File: config.mk
export PLATFORM = sky130hd
export DESIGN_NAME = crb_regs
export DESIGN_NICKNAME = d
export VERILOG_FILES = /design/src/crb_pkg.sv /design/src/crb_quad_mux.sv /design/src/crb_regs.sv
export SDC_FILE = /design/constraint.sdc
export NUM_CORES = 1
export LEC_CHECK = 0
export BUFFER_PORTS_ARGS = -buffer_cell sky130_fd_sc_hd__buf_2
export CORE_ASPECT_RATIO = 0.75
export CORE_MARGIN = 5
export CORE_UTILIZATION = 50
export CTS_CLUSTER_DIAMETER = 40
export CTS_CLUSTER_SIZE = 16
export DETAILED_ROUTE_END_ITERATION = 10
export PLACE_DENSITY = 0.75
export SYNTH_ARGS = -nofsm -noshare
export SYNTH_HDL_FRONTEND = slang
export SYNTH_SLANG_ARGS = --single-unit
File: constraint.sdc
create_clock -name aclk -period 3.3 [get_ports aclk]
set_input_delay 0.33 -clock aclk [delete_from_list [all_inputs] [get_ports aclk]]
set_output_delay 0.33 -clock aclk [all_outputs]
set_load 0.05 [all_outputs]
File: src/crb_pkg.sv
// package for the config rom header and bus info block registers
package crb_pkg;

  // ---------------------------------------------------------------
  // register byte offsets
  // ---------------------------------------------------------------
  localparam logic [7:0] CRB_OFF_HEADER = 8'h00;
  localparam logic [7:0] CRB_OFF_BUS_IDENTIFIER = 8'h04;
  localparam logic [7:0] CRB_OFF_OPTIONS = 8'h08;
  localparam logic [7:0] CRB_OFF_CONTROL = 8'h0c;
  localparam logic [7:0] CRB_OFF_STATUS = 8'h10;

  // ---------------------------------------------------------------
  // remote quadlet selectors
  // ---------------------------------------------------------------
  localparam logic [2:0] CRB_Q_HEADER = 3'h0;
  localparam logic [2:0] CRB_Q_BUS_IDENTIFIER = 3'h1;
  localparam logic [2:0] CRB_Q_OPTIONS = 3'h2;

  // ---------------------------------------------------------------
  // field positions
  // ---------------------------------------------------------------
  localparam int CRB_HDR_INFO_LSB = 24;
  localparam int CRB_HDR_CRCLEN_LSB = 16;
  localparam int CRB_HDR_CRC_LSB = 0;
  localparam int CRB_OPT_IRM_BIT = 31;
  localparam int CRB_OPT_CM_BIT = 30;
  localparam int CRB_OPT_ISO_BIT = 29;
  localparam int CRB_OPT_BM_BIT = 28;
  localparam int CRB_OPT_PM_BIT = 27;
  localparam int CRB_OPT_ACC_LSB = 16;
  localparam int CRB_OPT_MAXREC_LSB = 12;
  localparam int CRB_OPT_GEN_LSB = 6;
  localparam int CRB_OPT_SPD_LSB = 0;
  localparam int CRB_CTL_LINK_EN_BIT = 0;
  localparam int CRB_CTL_SOFT_RST_BIT = 1;

  // ---------------------------------------------------------------
  // reset values and constants
  // ---------------------------------------------------------------
  localparam logic [31:0] CRB_HDR_HARD_RST = 32'h00000000;
  localparam logic [31:0] CRB_BUS_IDENT_VALUE = 32'h31333934;
  localparam logic [31:0] CRB_OPT_HARD_RST = 32'h00000000;
  localparam logic [3:0] CRB_MAXREC_DEF = 4'h8;
  localparam logic [2:0] CRB_LINK_SPD_DEF = 3'h2;

  // ---------------------------------------------------------------
  // axi responses
  // ---------------------------------------------------------------
  localparam logic [1:0] CRB_RESP_OKAY = 2'h0;
  localparam logic [1:0] CRB_RESP_SLVERR = 2'h2;

  typedef enum logic [1:0] {
    CRB_W_IDLE = 2'b00,
    CRB_W_RESP = 2'b01
  } crb_wstate_t;

endpackage

File: src/crb_quad_mux.sv
// registered quadlet selector for remote configuration rom reads
`timescale 1ns/1ns
`default_nettype none
module crb_quad_mux (
  // clock and reset
  input wire logic aclk,
  input wire logic aresetn,
  // request
  input wire logic req,
  input wire logic [2:0] sel,
  // sources
  input wire logic [31:0] header_q,
  input wire logic [31:0] ident_q,
  input wire logic [31:0] options_q,
  // answer
  output logic valid,
  output logic [31:0] data
);
  import crb_pkg::*;

  typedef struct packed {
    logic valid;
    logic [31:0] data;
  } crb_qm_state_t;

  crb_qm_state_t cur_ff;
  crb_qm_state_t nxt_cur;

  // pick the quadlet for the requested location
  always_comb begin
    nxt_cur = cur_ff;
    nxt_cur.valid = req;
    if (req) begin
      case (sel)
        CRB_Q_HEADER: nxt_cur.data = header_q;
        CRB_Q_BUS_IDENTIFIER: nxt_cur.data = ident_q;
        CRB_Q_OPTIONS: nxt_cur.data = options_q;
        default: nxt_cur.data = 32'h00000000;
      endcase
    end
  end

  // state register
  always_ff @(posedge aclk) begin
    if (!aresetn) begin
      cur_ff <= '0;
    end else begin
      cur_ff <= nxt_cur;
    end
  end

  assign valid = cur_ff.valid;
  assign data = cur_ff.data;
endmodule
`default_nettype wire

File: src/crb_regs.sv
// config rom header and bus info block register bank
// How it works
// - the header register is returned as rom quadlet 0 to remote reads.
// - header info length, crc length and crc are writable, zero on hard reset.
// - a soft reset leaves the header fields alone.
// - the bus ident register is read only 1394 ascii, quadlet one remotely.
// - the bus options register is returned as bus info quadlet two.
// - capability flags and clock accuracy are writable, zero on hard reset.
// - max receive loads its default code MAXREC_DEF (8) on hard reset, not on soft reset.
// - block writes longer than max receive get a type error acknowledge.
// - link speed loads its maximum on hard reset and is reloaded to it on soft reset.
// - packets up to the size of the reported speed are accepted.
// - link speed may be set to any code up to its maximum, larger writes clamp to it; faster incoming packets are rejected.
// - options bits 3-5, 8-11 and 24-26 are plain writable storage.
`timescale 1ns/1ns
`default_nettype none
module crb_regs #(
  parameter logic [3:0] MAXREC_DEF = crb_pkg::CRB_MAXREC_DEF,
  parameter logic [2:0] LINK_SPD_MAX = crb_pkg::CRB_LINK_SPD_DEF
) (
  // clock and reset
  input wire logic aclk,
  input wire logic aresetn,
  // axi4-lite write address
  input wire logic [7:0] s_axi_awaddr,
  input wire logic s_axi_awvalid,
  output logic s_axi_awready,
  // axi4-lite write data
  input wire logic [31:0] s_axi_wdata,
  input wire logic [3:0] s_axi_wstrb,
  input wire logic s_axi_wvalid,
  output logic s_axi_wready,
  // axi4-lite write response
  output logic [1:0] s_axi_bresp,
  output logic s_axi_bvalid,
  input wire logic s_axi_bready,
  // axi4-lite read address
  input wire logic [7:0] s_axi_araddr,
  input wire logic s_axi_arvalid,
  output logic s_axi_arready,
  // axi4-lite read data
  output logic [31:0] s_axi_rdata,
  output logic [1:0] s_axi_rresp,
  output logic s_axi_rvalid,
  input wire logic s_axi_rready,
  // remote configuration rom read port
  input wire logic rom_rd_req,
  input wire logic [2:0] rom_rd_sel,
  output logic rom_rd_valid,
  output logic [31:0] rom_rd_data,
  // received packet check
  input wire logic pkt_chk,
  input wire logic pkt_is_blk_wr,
  input wire logic [15:0] pkt_len,
  input wire logic [2:0] pkt_spd,
  output logic pkt_ok,
  output logic pkt_type_err,
  output logic pkt_spd_rej,
  // control seen by the link
  output logic link_enable_bit,
  output logic [2:0] link_spd
);
  import crb_pkg::*;

  // -----------------------------------------------------------------
  // state
  // -----------------------------------------------------------------
  typedef struct packed {
    crb_wstate_t wst;
    logic aw_got;
    logic w_got;
    logic [7:0] awaddr;
    logic [31:0] wdata;
    logic [3:0] wstrb;
    logic awready;
    logic wready;
    logic bvalid;
    logic [1:0] bresp;
    logic arready;
    logic rvalid;
    logic [31:0] rdata;
    logic [1:0] rresp;
    logic [31:0] header;
    logic [31:0] options;
    logic link_en;
    logic pkt_ok;
    logic pkt_type_err;
    logic pkt_spd_rej;
  } crb_state_t;

  crb_state_t cur_ff;
  crb_state_t nxt_cur;
  logic [31:0] bus_ident_value;

  // byte-lane merge of a write into a register
  function automatic logic [31:0] crb_merge(input logic [31:0] old_v,
                                            input logic [31:0] new_v,
                                            input logic [3:0] strb);
    logic [31:0] res;
    res = old_v;
    for (int i = 0; i < 4; i++) begin
      if (strb[i]) begin
        res[i*8 +: 8] = new_v[i*8 +: 8];
      end
    end
    return res;
  endfunction

  // size in bytes allowed by a max receive code: 2^(code+1)
  function automatic logic [16:0] crb_rec_bytes(input logic [3:0] code);
    return 17'(17'h2 << code);
  endfunction

  // largest async payload for a speed code (512 << speed)
  function automatic logic [16:0] crb_spd_bytes(input logic [2:0] spd);
    return 17'(17'h200 << spd);
  endfunction

  // word read back at a register offset
  function automatic logic [31:0] crb_rd_word(input logic [7:0] addr,
                                              input crb_state_t s);
    case (addr)
      CRB_OFF_HEADER: return s.header;
      CRB_OFF_BUS_IDENTIFIER: return CRB_BUS_IDENT_VALUE;
      CRB_OFF_OPTIONS: return s.options;
      CRB_OFF_CONTROL: return {31'h0, s.link_en};
      CRB_OFF_STATUS: return {29'h0, s.pkt_spd_rej, s.pkt_type_err,
                              s.pkt_ok};
      default: return 32'h00000000;
    endcase
  endfunction

  function automatic logic crb_mapped(input logic [7:0] addr);
    return (addr == CRB_OFF_HEADER) || (addr == CRB_OFF_BUS_IDENTIFIER) ||
           (addr == CRB_OFF_OPTIONS) || (addr == CRB_OFF_CONTROL) ||
           (addr == CRB_OFF_STATUS);
  endfunction

  assign bus_ident_value = CRB_BUS_IDENT_VALUE;

  // -----------------------------------------------------------------
  // next state
  // -----------------------------------------------------------------
  always_comb begin
    logic [31:0] merged;
    logic [2:0] req_spd;
    merged = 32'h00000000;
    req_spd = 3'h0;
    nxt_cur = cur_ff;
    nxt_cur.awready = 1'b0;
    nxt_cur.wready = 1'b0;
    nxt_cur.arready = 1'b0;

    // write channel capture, address and data in either order
    if (s_axi_awvalid && cur_ff.awready) begin
      nxt_cur.aw_got = 1'b1;
      nxt_cur.awaddr = s_axi_awaddr;
    end
    if (s_axi_wvalid && cur_ff.wready) begin
      nxt_cur.w_got = 1'b1;
      nxt_cur.wdata = s_axi_wdata;
      nxt_cur.wstrb = s_axi_wstrb;
    end
    if (cur_ff.wst == CRB_W_IDLE) begin
      nxt_cur.awready = !nxt_cur.aw_got && !(s_axi_awvalid && cur_ff.awready);
      nxt_cur.wready = !nxt_cur.w_got && !(s_axi_wvalid && cur_ff.wready);
    end

    // write commit
    case (cur_ff.wst)
      CRB_W_IDLE: begin
        if (cur_ff.aw_got && cur_ff.w_got) begin
          nxt_cur.aw_got = 1'b0;
          nxt_cur.w_got = 1'b0;
          nxt_cur.awready = 1'b0;
          nxt_cur.wready = 1'b0;
          nxt_cur.bvalid = 1'b1;
          nxt_cur.bresp = crb_mapped(cur_ff.awaddr) ? CRB_RESP_OKAY
                                                    : CRB_RESP_SLVERR;
          nxt_cur.wst = CRB_W_RESP;
          case (cur_ff.awaddr)
            CRB_OFF_HEADER: begin
              nxt_cur.header = crb_merge(cur_ff.header, cur_ff.wdata,
                                         cur_ff.wstrb);
            end
            CRB_OFF_OPTIONS: begin
              merged = crb_merge(cur_ff.options, cur_ff.wdata,
                                 cur_ff.wstrb);
              req_spd = merged[CRB_OPT_SPD_LSB +: 3];
              if (req_spd > LINK_SPD_MAX) begin
                merged[CRB_OPT_SPD_LSB +: 3] = LINK_SPD_MAX;
              end
              nxt_cur.options = merged;
            end
            CRB_OFF_CONTROL: begin
              if (cur_ff.wstrb[0]) begin
                nxt_cur.link_en = cur_ff.wdata[CRB_CTL_LINK_EN_BIT];
                // soft reset: header and max receive kept, speed reloaded
                if (cur_ff.wdata[CRB_CTL_SOFT_RST_BIT]) begin
                  nxt_cur.link_en = 1'b0;
                  nxt_cur.options[CRB_OPT_SPD_LSB +: 3] = LINK_SPD_MAX;
                  nxt_cur.pkt_ok = 1'b0;
                  nxt_cur.pkt_type_err = 1'b0;
                  nxt_cur.pkt_spd_rej = 1'b0;
                end
              end
            end
            default: ;
          endcase
        end
      end
      CRB_W_RESP: begin
        if (s_axi_bready) begin
          nxt_cur.bvalid = 1'b0;
          nxt_cur.wst = CRB_W_IDLE;
          nxt_cur.awready = 1'b1;
          nxt_cur.wready = 1'b1;
        end
      end
      default: nxt_cur.wst = CRB_W_IDLE;
    endcase

    // read channel: one outstanding read
    if (cur_ff.rvalid) begin
      if (s_axi_rready) begin
        nxt_cur.rvalid = 1'b0;
      end
    end else if (s_axi_arvalid && cur_ff.arready) begin
      nxt_cur.rvalid = 1'b1;
      nxt_cur.rdata = crb_rd_word(s_axi_araddr, cur_ff);
      nxt_cur.rresp = crb_mapped(s_axi_araddr) ? CRB_RESP_OKAY
                                               : CRB_RESP_SLVERR;
    end else begin
      nxt_cur.arready = 1'b1;
    end

    // received packet check
    if (pkt_chk) begin
      nxt_cur.pkt_spd_rej = pkt_spd > cur_ff.options[CRB_OPT_SPD_LSB +: 3];
      nxt_cur.pkt_type_err = pkt_is_blk_wr &&
        ({1'b0, pkt_len} > crb_rec_bytes(
          cur_ff.options[CRB_OPT_MAXREC_LSB +: 4]));
      nxt_cur.pkt_ok = !nxt_cur.pkt_spd_rej && !nxt_cur.pkt_type_err &&
        ({1'b0, pkt_len} <= crb_spd_bytes(
          cur_ff.options[CRB_OPT_SPD_LSB +: 3]));
    end
  end

  // -----------------------------------------------------------------
  // state register, hard reset
  // -----------------------------------------------------------------
  always_ff @(posedge aclk) begin
    if (!aresetn) begin
      cur_ff <= '0;
      cur_ff.header <= CRB_HDR_HARD_RST;
      cur_ff.options <= CRB_OPT_HARD_RST;
      cur_ff.options[CRB_OPT_MAXREC_LSB +: 4] <= MAXREC_DEF;
      cur_ff.options[CRB_OPT_SPD_LSB +: 3] <= LINK_SPD_MAX;
    end else begin
      cur_ff <= nxt_cur;
    end
  end

  // -----------------------------------------------------------------
  // remote quadlet reads
  // -----------------------------------------------------------------
  crb_quad_mux u_quad (
    .aclk(aclk),
    .aresetn(aresetn),
    .req(rom_rd_req),
    .sel(rom_rd_sel),
    .header_q(cur_ff.header),
    .ident_q(bus_ident_value),
    .options_q(cur_ff.options),
    .valid(rom_rd_valid),
    .data(rom_rd_data)
  );

  // outputs straight from flops
  assign s_axi_awready = cur_ff.awready;
  assign s_axi_wready = cur_ff.wready;
  assign s_axi_bvalid = cur_ff.bvalid;
  assign s_axi_bresp = cur_ff.bresp;
  assign s_axi_arready = cur_ff.arready;
  assign s_axi_rvalid = cur_ff.rvalid;
  assign s_axi_rdata = cur_ff.rdata;
  assign s_axi_rresp = cur_ff.rresp;
  assign pkt_ok = cur_ff.pkt_ok;
  assign pkt_type_err = cur_ff.pkt_type_err;
  assign pkt_spd_rej = cur_ff.pkt_spd_rej;
  assign link_enable_bit = cur_ff.link_en;
  assign link_spd = cur_ff.options[CRB_OPT_SPD_LSB +: 3];
endmodule
`default_nettype wire

# Word-level counts from Yosys, hierarchy flattened
# Cells that the tools add are included.
# W data, S select, Z words.
# word_totals
out_inout_bits,81
register_bits,190
elab_cells,133
# op_classes
n_shift,2
mux,30
eq_ne,16
bitwise,2
n_lt_le_gt_ge,4
reduce_logical,50
# op_table
op,count
$pmux W32 S5,1
$pmux W32 S3,1
$reduce_and A4 Y1,9
$mux W35,1
$eq A8 B4 Y1 const B,4
$mux W8,4
$mux W3,6
$gt A16 B17 Y1,1
$le A16 B17 Y1,1
$shl A10 B3 Y17 const A,1
$shl A2 B4 Y17 const A,1
$eq A8 B3 Y1 const B,2
$eq A8 B5 Y1 const B,2
$logic_not A8 Y1,2
$mux W7,2
$reduce_bool A2 Y1,7
$pmux W3 S2,2
$mux W2,5
$reduce_and A5 Y1,2
$logic_and A1 B1 Y1,9
$logic_or A1 B1 Y1,8
$logic_not A1 Y1,6
$ne A2 B2 Y1 const B,3
$reduce_and A2 Y1,3
other kinds (16),21

# Depth between registers and ports, before layout
# logic_depth
word_depth,8
mapped_depth,9
mapped_depth_nobuf,8

# Modules after synthesis
# Synthesis repeated with hierarchy kept, for this count alone.
# hier_totals
hier_cells,1111
area_unflattened_um2,9429.0
# by_module_without_submodules
module,seq_area_each_um2,area_each_um2,instances,cells_per_inst
crb_regs,3083.0,7095.6,1,889
crb_quad_mux,660.6,2333.5,1,222

# Worst setup path after synthesis
# Ideal clock, no wire load.
# synth_timing
path_type,register to register
startpoint,register cur_ff[18] (netlist name)
endpoint,"register cur_ff, in the netlist pkt_type_err"
setup_time_ps,117
period_less_slack_ps,2209
slack_ps,1091
t_arrival_ps,2092
path_stages_with_launch,10
cell_sequence,dfxtp_1 > clkbuf_1 > nor2b_1 > nand3_1 > ha_1 > nand3_1 > nor4_1 > a21boi_0 > a21boi_0 > a32o_1
# synth_via
elab_chain_len,4
# synth_rtl
element,line,text
"start, declared",crb_regs.sv:91,crb_state_t cur_ff;
"start signal, assigned",crb_regs.sv:260,cur_ff <= nxt_cur;
$shl A2 B4 Y17,crb_regs.sv:111,return 17'(17'h2 << code);
$gt A16 B17 Y1,crb_regs.sv:241,"({1'b0, pkt_len} > crb_rec_bytes("
$logic_and A1 B1 Y1,crb_regs.sv:240,nxt_cur.pkt_type_err = pkt_is_blk_wr &&
$mux W3,crb_regs.sv:238,if (pkt_chk) begin
# No other way between the ends.
# A chain may end at the register's enable or synchronous reset.

# Worst setup path in the final report
# layout_timing
startpoint,"register cur_ff, in the netlist link_spd[2]"
endpoint,"register cur_ff, in the netlist pkt_ok"
# layout_via
elab_chain_len,5
# layout_rtl
element,line,text
"parallel branches: the longest is 3 deep, another holds $le A16 B17 Y1",--,
$logic_and A1 B1 Y1 *,crb_regs.sv:243,nxt_cur.pkt_ok = !nxt_cur.pkt_spd_rej && !nxt_cur.pkt_type_err &&
$mux W3 *,crb_regs.sv:238,
# Mark *: on every way between the ends.

==> flow_summary.ini <==
[global_route]
antenna_found_initial = 0
grt_pass1_wl_um = 37780
grt_pass1_vias = 7036
grt-ovfl-total = 0
grt_use_total_pct = 24.02
grt_start_max_net_pins = 74

[setup_path]
critPathMaxFanout = 11
cp-end-kind = register
rrSetupSlack_ns = 0.84
r2r-end = pkt_ok$_SDFFE_PN0P_
critPathKind = register to register
start_kind = register
timing.rr.start = link_spd[2]$_SDFFE_PN0P_
crit_required_ns = 3.66
reg2reg_depth = 8
cp.arrival_ns = 2.82

[flow_run]
maxCapViolCount = 0

[synthesis]
synth_compound_area_share_pct = 19.25
synth.distinct_cells = 55
yosysWarnings = 0
synth_most_common_cell = nand2_1
synth.mux.area_fraction_pct = 2.919
synth_edf_count = 0
synthSimpleGateAreaFrac_pct = 23.12
synthTopCellsByCount = 266 x nand2_1, 187 x dfxtp_1, 124 x a21oi_1
synth.avg_cell_area_um2 = 8.087
synth_area_mm2 = 0.008572
ys_seq_area_share_pct = 43.67
synth-main-ff-cell = dfxtp_1
ys_top_cells_by_area = dfxtp_1 44%, nand2_1 12%, a21oi_1 7.2%
synth_top_family_by_area = simple AND/OR/NAND/NOR gates
synth_area_leader_cell = dfxtp_1
yosys.area_share.adder_pct = 3.649
syn-instance-count = 1060
synth_top_cell_area_share_pct = 43.67
synthXorXnorAreaFrac_pct = 0
async_reset_ff_share_pct = 0
synth-seq-cells = 187

[finish]
instances_no_fill = 1376
register_area_mm2 = 0.003744
antenna_cells = 0
layout.nets = 1257
postLayoutCellArea_mm2 = 0.009814
multiInputGateArea_mm2 = 0.004219
area_growth_pct = 14.49
drive_gt1_share_pct = 21.19
fillers = 1560

[sta]
relSlewSlack_pct = 41.88
setup_tns_ns = 0
hold_violations = 0
finalCriticalPeriod_ns = 2.458
worstMarginPinSlew_ns = 0.8718
fin_worst_skew_ns = 0.009288
fmax_mhz = 406.8
setup_viol = 0
slew_viol_final = 0
period_share_pct = 74.50
rsz0062_at_grt = no

[clock_network]
cts_sinks = 187
post_cts_buffers = 0
numCtsBuffers = 17
ctsHoldBuffers = 0
cts_resized = 0
cts_tree = yes
clk_latency_ns = 0.44
ctsHtreeMaxLevel = 4
clk_transition_reported_paths_ns = 0.07
ctsRootBufferMaster = clkbuf_16
clockBufferDepth = 2

[placement]
placed_area_mm2 = 0.009158
portBuffers = 162
dp_cells = 1344
hpwlAfterDp_um = 17060
gp_congestion = 0.9014

[worst_hold_path]
hp-start = s_axi_awaddr[2]
hold_depth = 3
holdPathEnd = cur_ff[147]$_SDFFE_PN0P_
hold_class = input port to register

[route]
drcViolationCount = 0
postRouteAntennaNets = 0
wl_per_cell_um = 17.47
drt-initial-drc-count = 661
routed_via_density = 5.534
num_vias = 7615
dr.pass1.iters = 5
drt_wl_total_um = 24040

[floorplanning]
die-area_mm2 = 0.01989
core_area_mm2 = 0.01683
die_h_um = 123.4
io_pins = 165
die_width_um = 161.2
num_rows = 41
start_util_pct = 50.94

[pwr]
leakage_nw = 3.811
cellPowerDensity_mw_per_mm2 = 510.0
vdd_drop_max_mv = 0.3209

[status]
status = finished clean
==> flip-flops by register name, indices dropped and copies added, names as in the netlist <==
signal and cells:
cur_ff 108, link_enable_bit 1, link_spd 3, pkt_ok 1
pkt_spd_rej 1, pkt_type_err 1, s_axi_arready 1, s_axi_awready 1
s_axi_bresp 1, s_axi_bvalid 1, s_axi_rdata 32, s_axi_rresp 1
s_axi_rvalid 1, s_axi_wready 1, u_quad.data 32, u_quad.valid 1
==> logic make-up after synthesis <==
group | Yosys count
AND/OR/NAND/NOR | 449
AO/OA/AOI/OAI | 260
flip-flops | 187
buffers and inverters | 113
multiplexers | 25
adder cells (fa/ha/maj) | 25
other | 1
==> final cells by class <==
class,count,share of cell area [%]
Clock buffer,20,4.551
Clock inverter,12,2.142
Inverter,8,0.3315
Multi-Input combinational cell,761,42.99
Sequential cell,187,38.14
Tap cell,215,2.741
Timing Repair Buffer,173,9.103
==> how the worst max path moves through the flow <==
| stage | start | cells past startpoint | slack [ns] | end |
|---|---|---|---|---|
| after global routing | cur_ff[16]$_SDFFE_PN0P_ | 8 | 0.66 | pkt_ok$_SDFFE_PN0P_ |
| final | link_spd[2]$_SDFFE_PN0P_ | 8 | 0.84 | pkt_ok$_SDFFE_PN0P_ |
| after floorplan | cur_ff[18]$_SDFFE_PN0P_ | 9 | 1.09 | pkt_type_err$_SDFFE_PN0P_ |
| after global placement | cur_ff[16]$_SDFFE_PN0P_ | 8 | 0.91 | pkt_type_err$_SDFFE_PN0P_ |
| after CTS | link_spd[2]$_SDFFE_PN0P_ | 8 | 0.87 | pkt_ok$_SDFFE_PN0P_ |
| after detailed placement | link_spd[2]$_SDFFE_PN0P_ | 8 | 0.89 | pkt_ok$_SDFFE_PN0P_ |
==> routing by layer <==
layer	wire length [um]	vias to the layer above	share of wire, %	global-route usage, %
li1	-	3761	-	-
met1	11340	3512	47	35.00
met2	9997	316	42	35.22
met3	2412	26	10	6.998
met4	284	0	1.2	5.541
met5	0	-	0	0
==> worst max-delay path, stage by stage, from the launching register on <==
cell,delay [ns]
dfxtp_1,0.59
inv_1,0.16
or3_1,0.42
ha_1,0.30
nor4bb_1,0.28
nand4_1,0.12
o21ai_0,0.18
o2111ai_1,0.12
o21ai_0,0.20
==> where the power goes <==
part           internal (mW)  switching (mW)
Sequential              2.30          0.0397
Combinational          0.128           0.260
Clock                   1.37           0.905
Total                   3.80            1.20
==> cell usage in the layout, fill, tap and decap left out, types with 3 or more instances in the layout <==
master / n
nor3_1: 10
o211ai_1: 3
a31oi_1: 5
nand2_1: 266
a21oi_1: 124
and2_1: 23
a22oi_1: 20
ha_1: 25
inv_1: 6
or3_1: 6
a221o_1: 13
nand4_1: 5
a21oi_2: 32
o21a_1: 5
nand3_1: 15
dfxtp_1: 187
mux2i_1: 25
nor2_1: 89
bufinv_16: 5
nand2b_1: 5
nor2b_1: 10
o21bai_1: 4
buf_2: 162
o2bb2ai_1: 11
o21ai_0: 32
clkbuf_16: 17
buf_4: 11
a211oi_1: 3
clkinv_4: 4
==> metrics by stage <==
| stage | util (%) | hold slack [ns] | total power, mW | setup WS [ns] |
|---|---|---|---|---|
| final | 58.33 | 0.1230 | 5.006 | 0.8417 |
| after global routing | 58.33 | 0.1154 | 5.160 | 0.6551 |
| after floorplan | - | 0.4263 | 2.634 | 1.091 |
| after global placement | 54.42 | 0.4337 | 2.769 | 0.9114 |
| after detailed placement | 54.42 | 0.4382 | 2.773 | 0.8872 |
| after CTS | 58.33 | 0.1166 | 5.023 | 0.8662 |
Note: power is estimated with default switching activity, not from simulation.
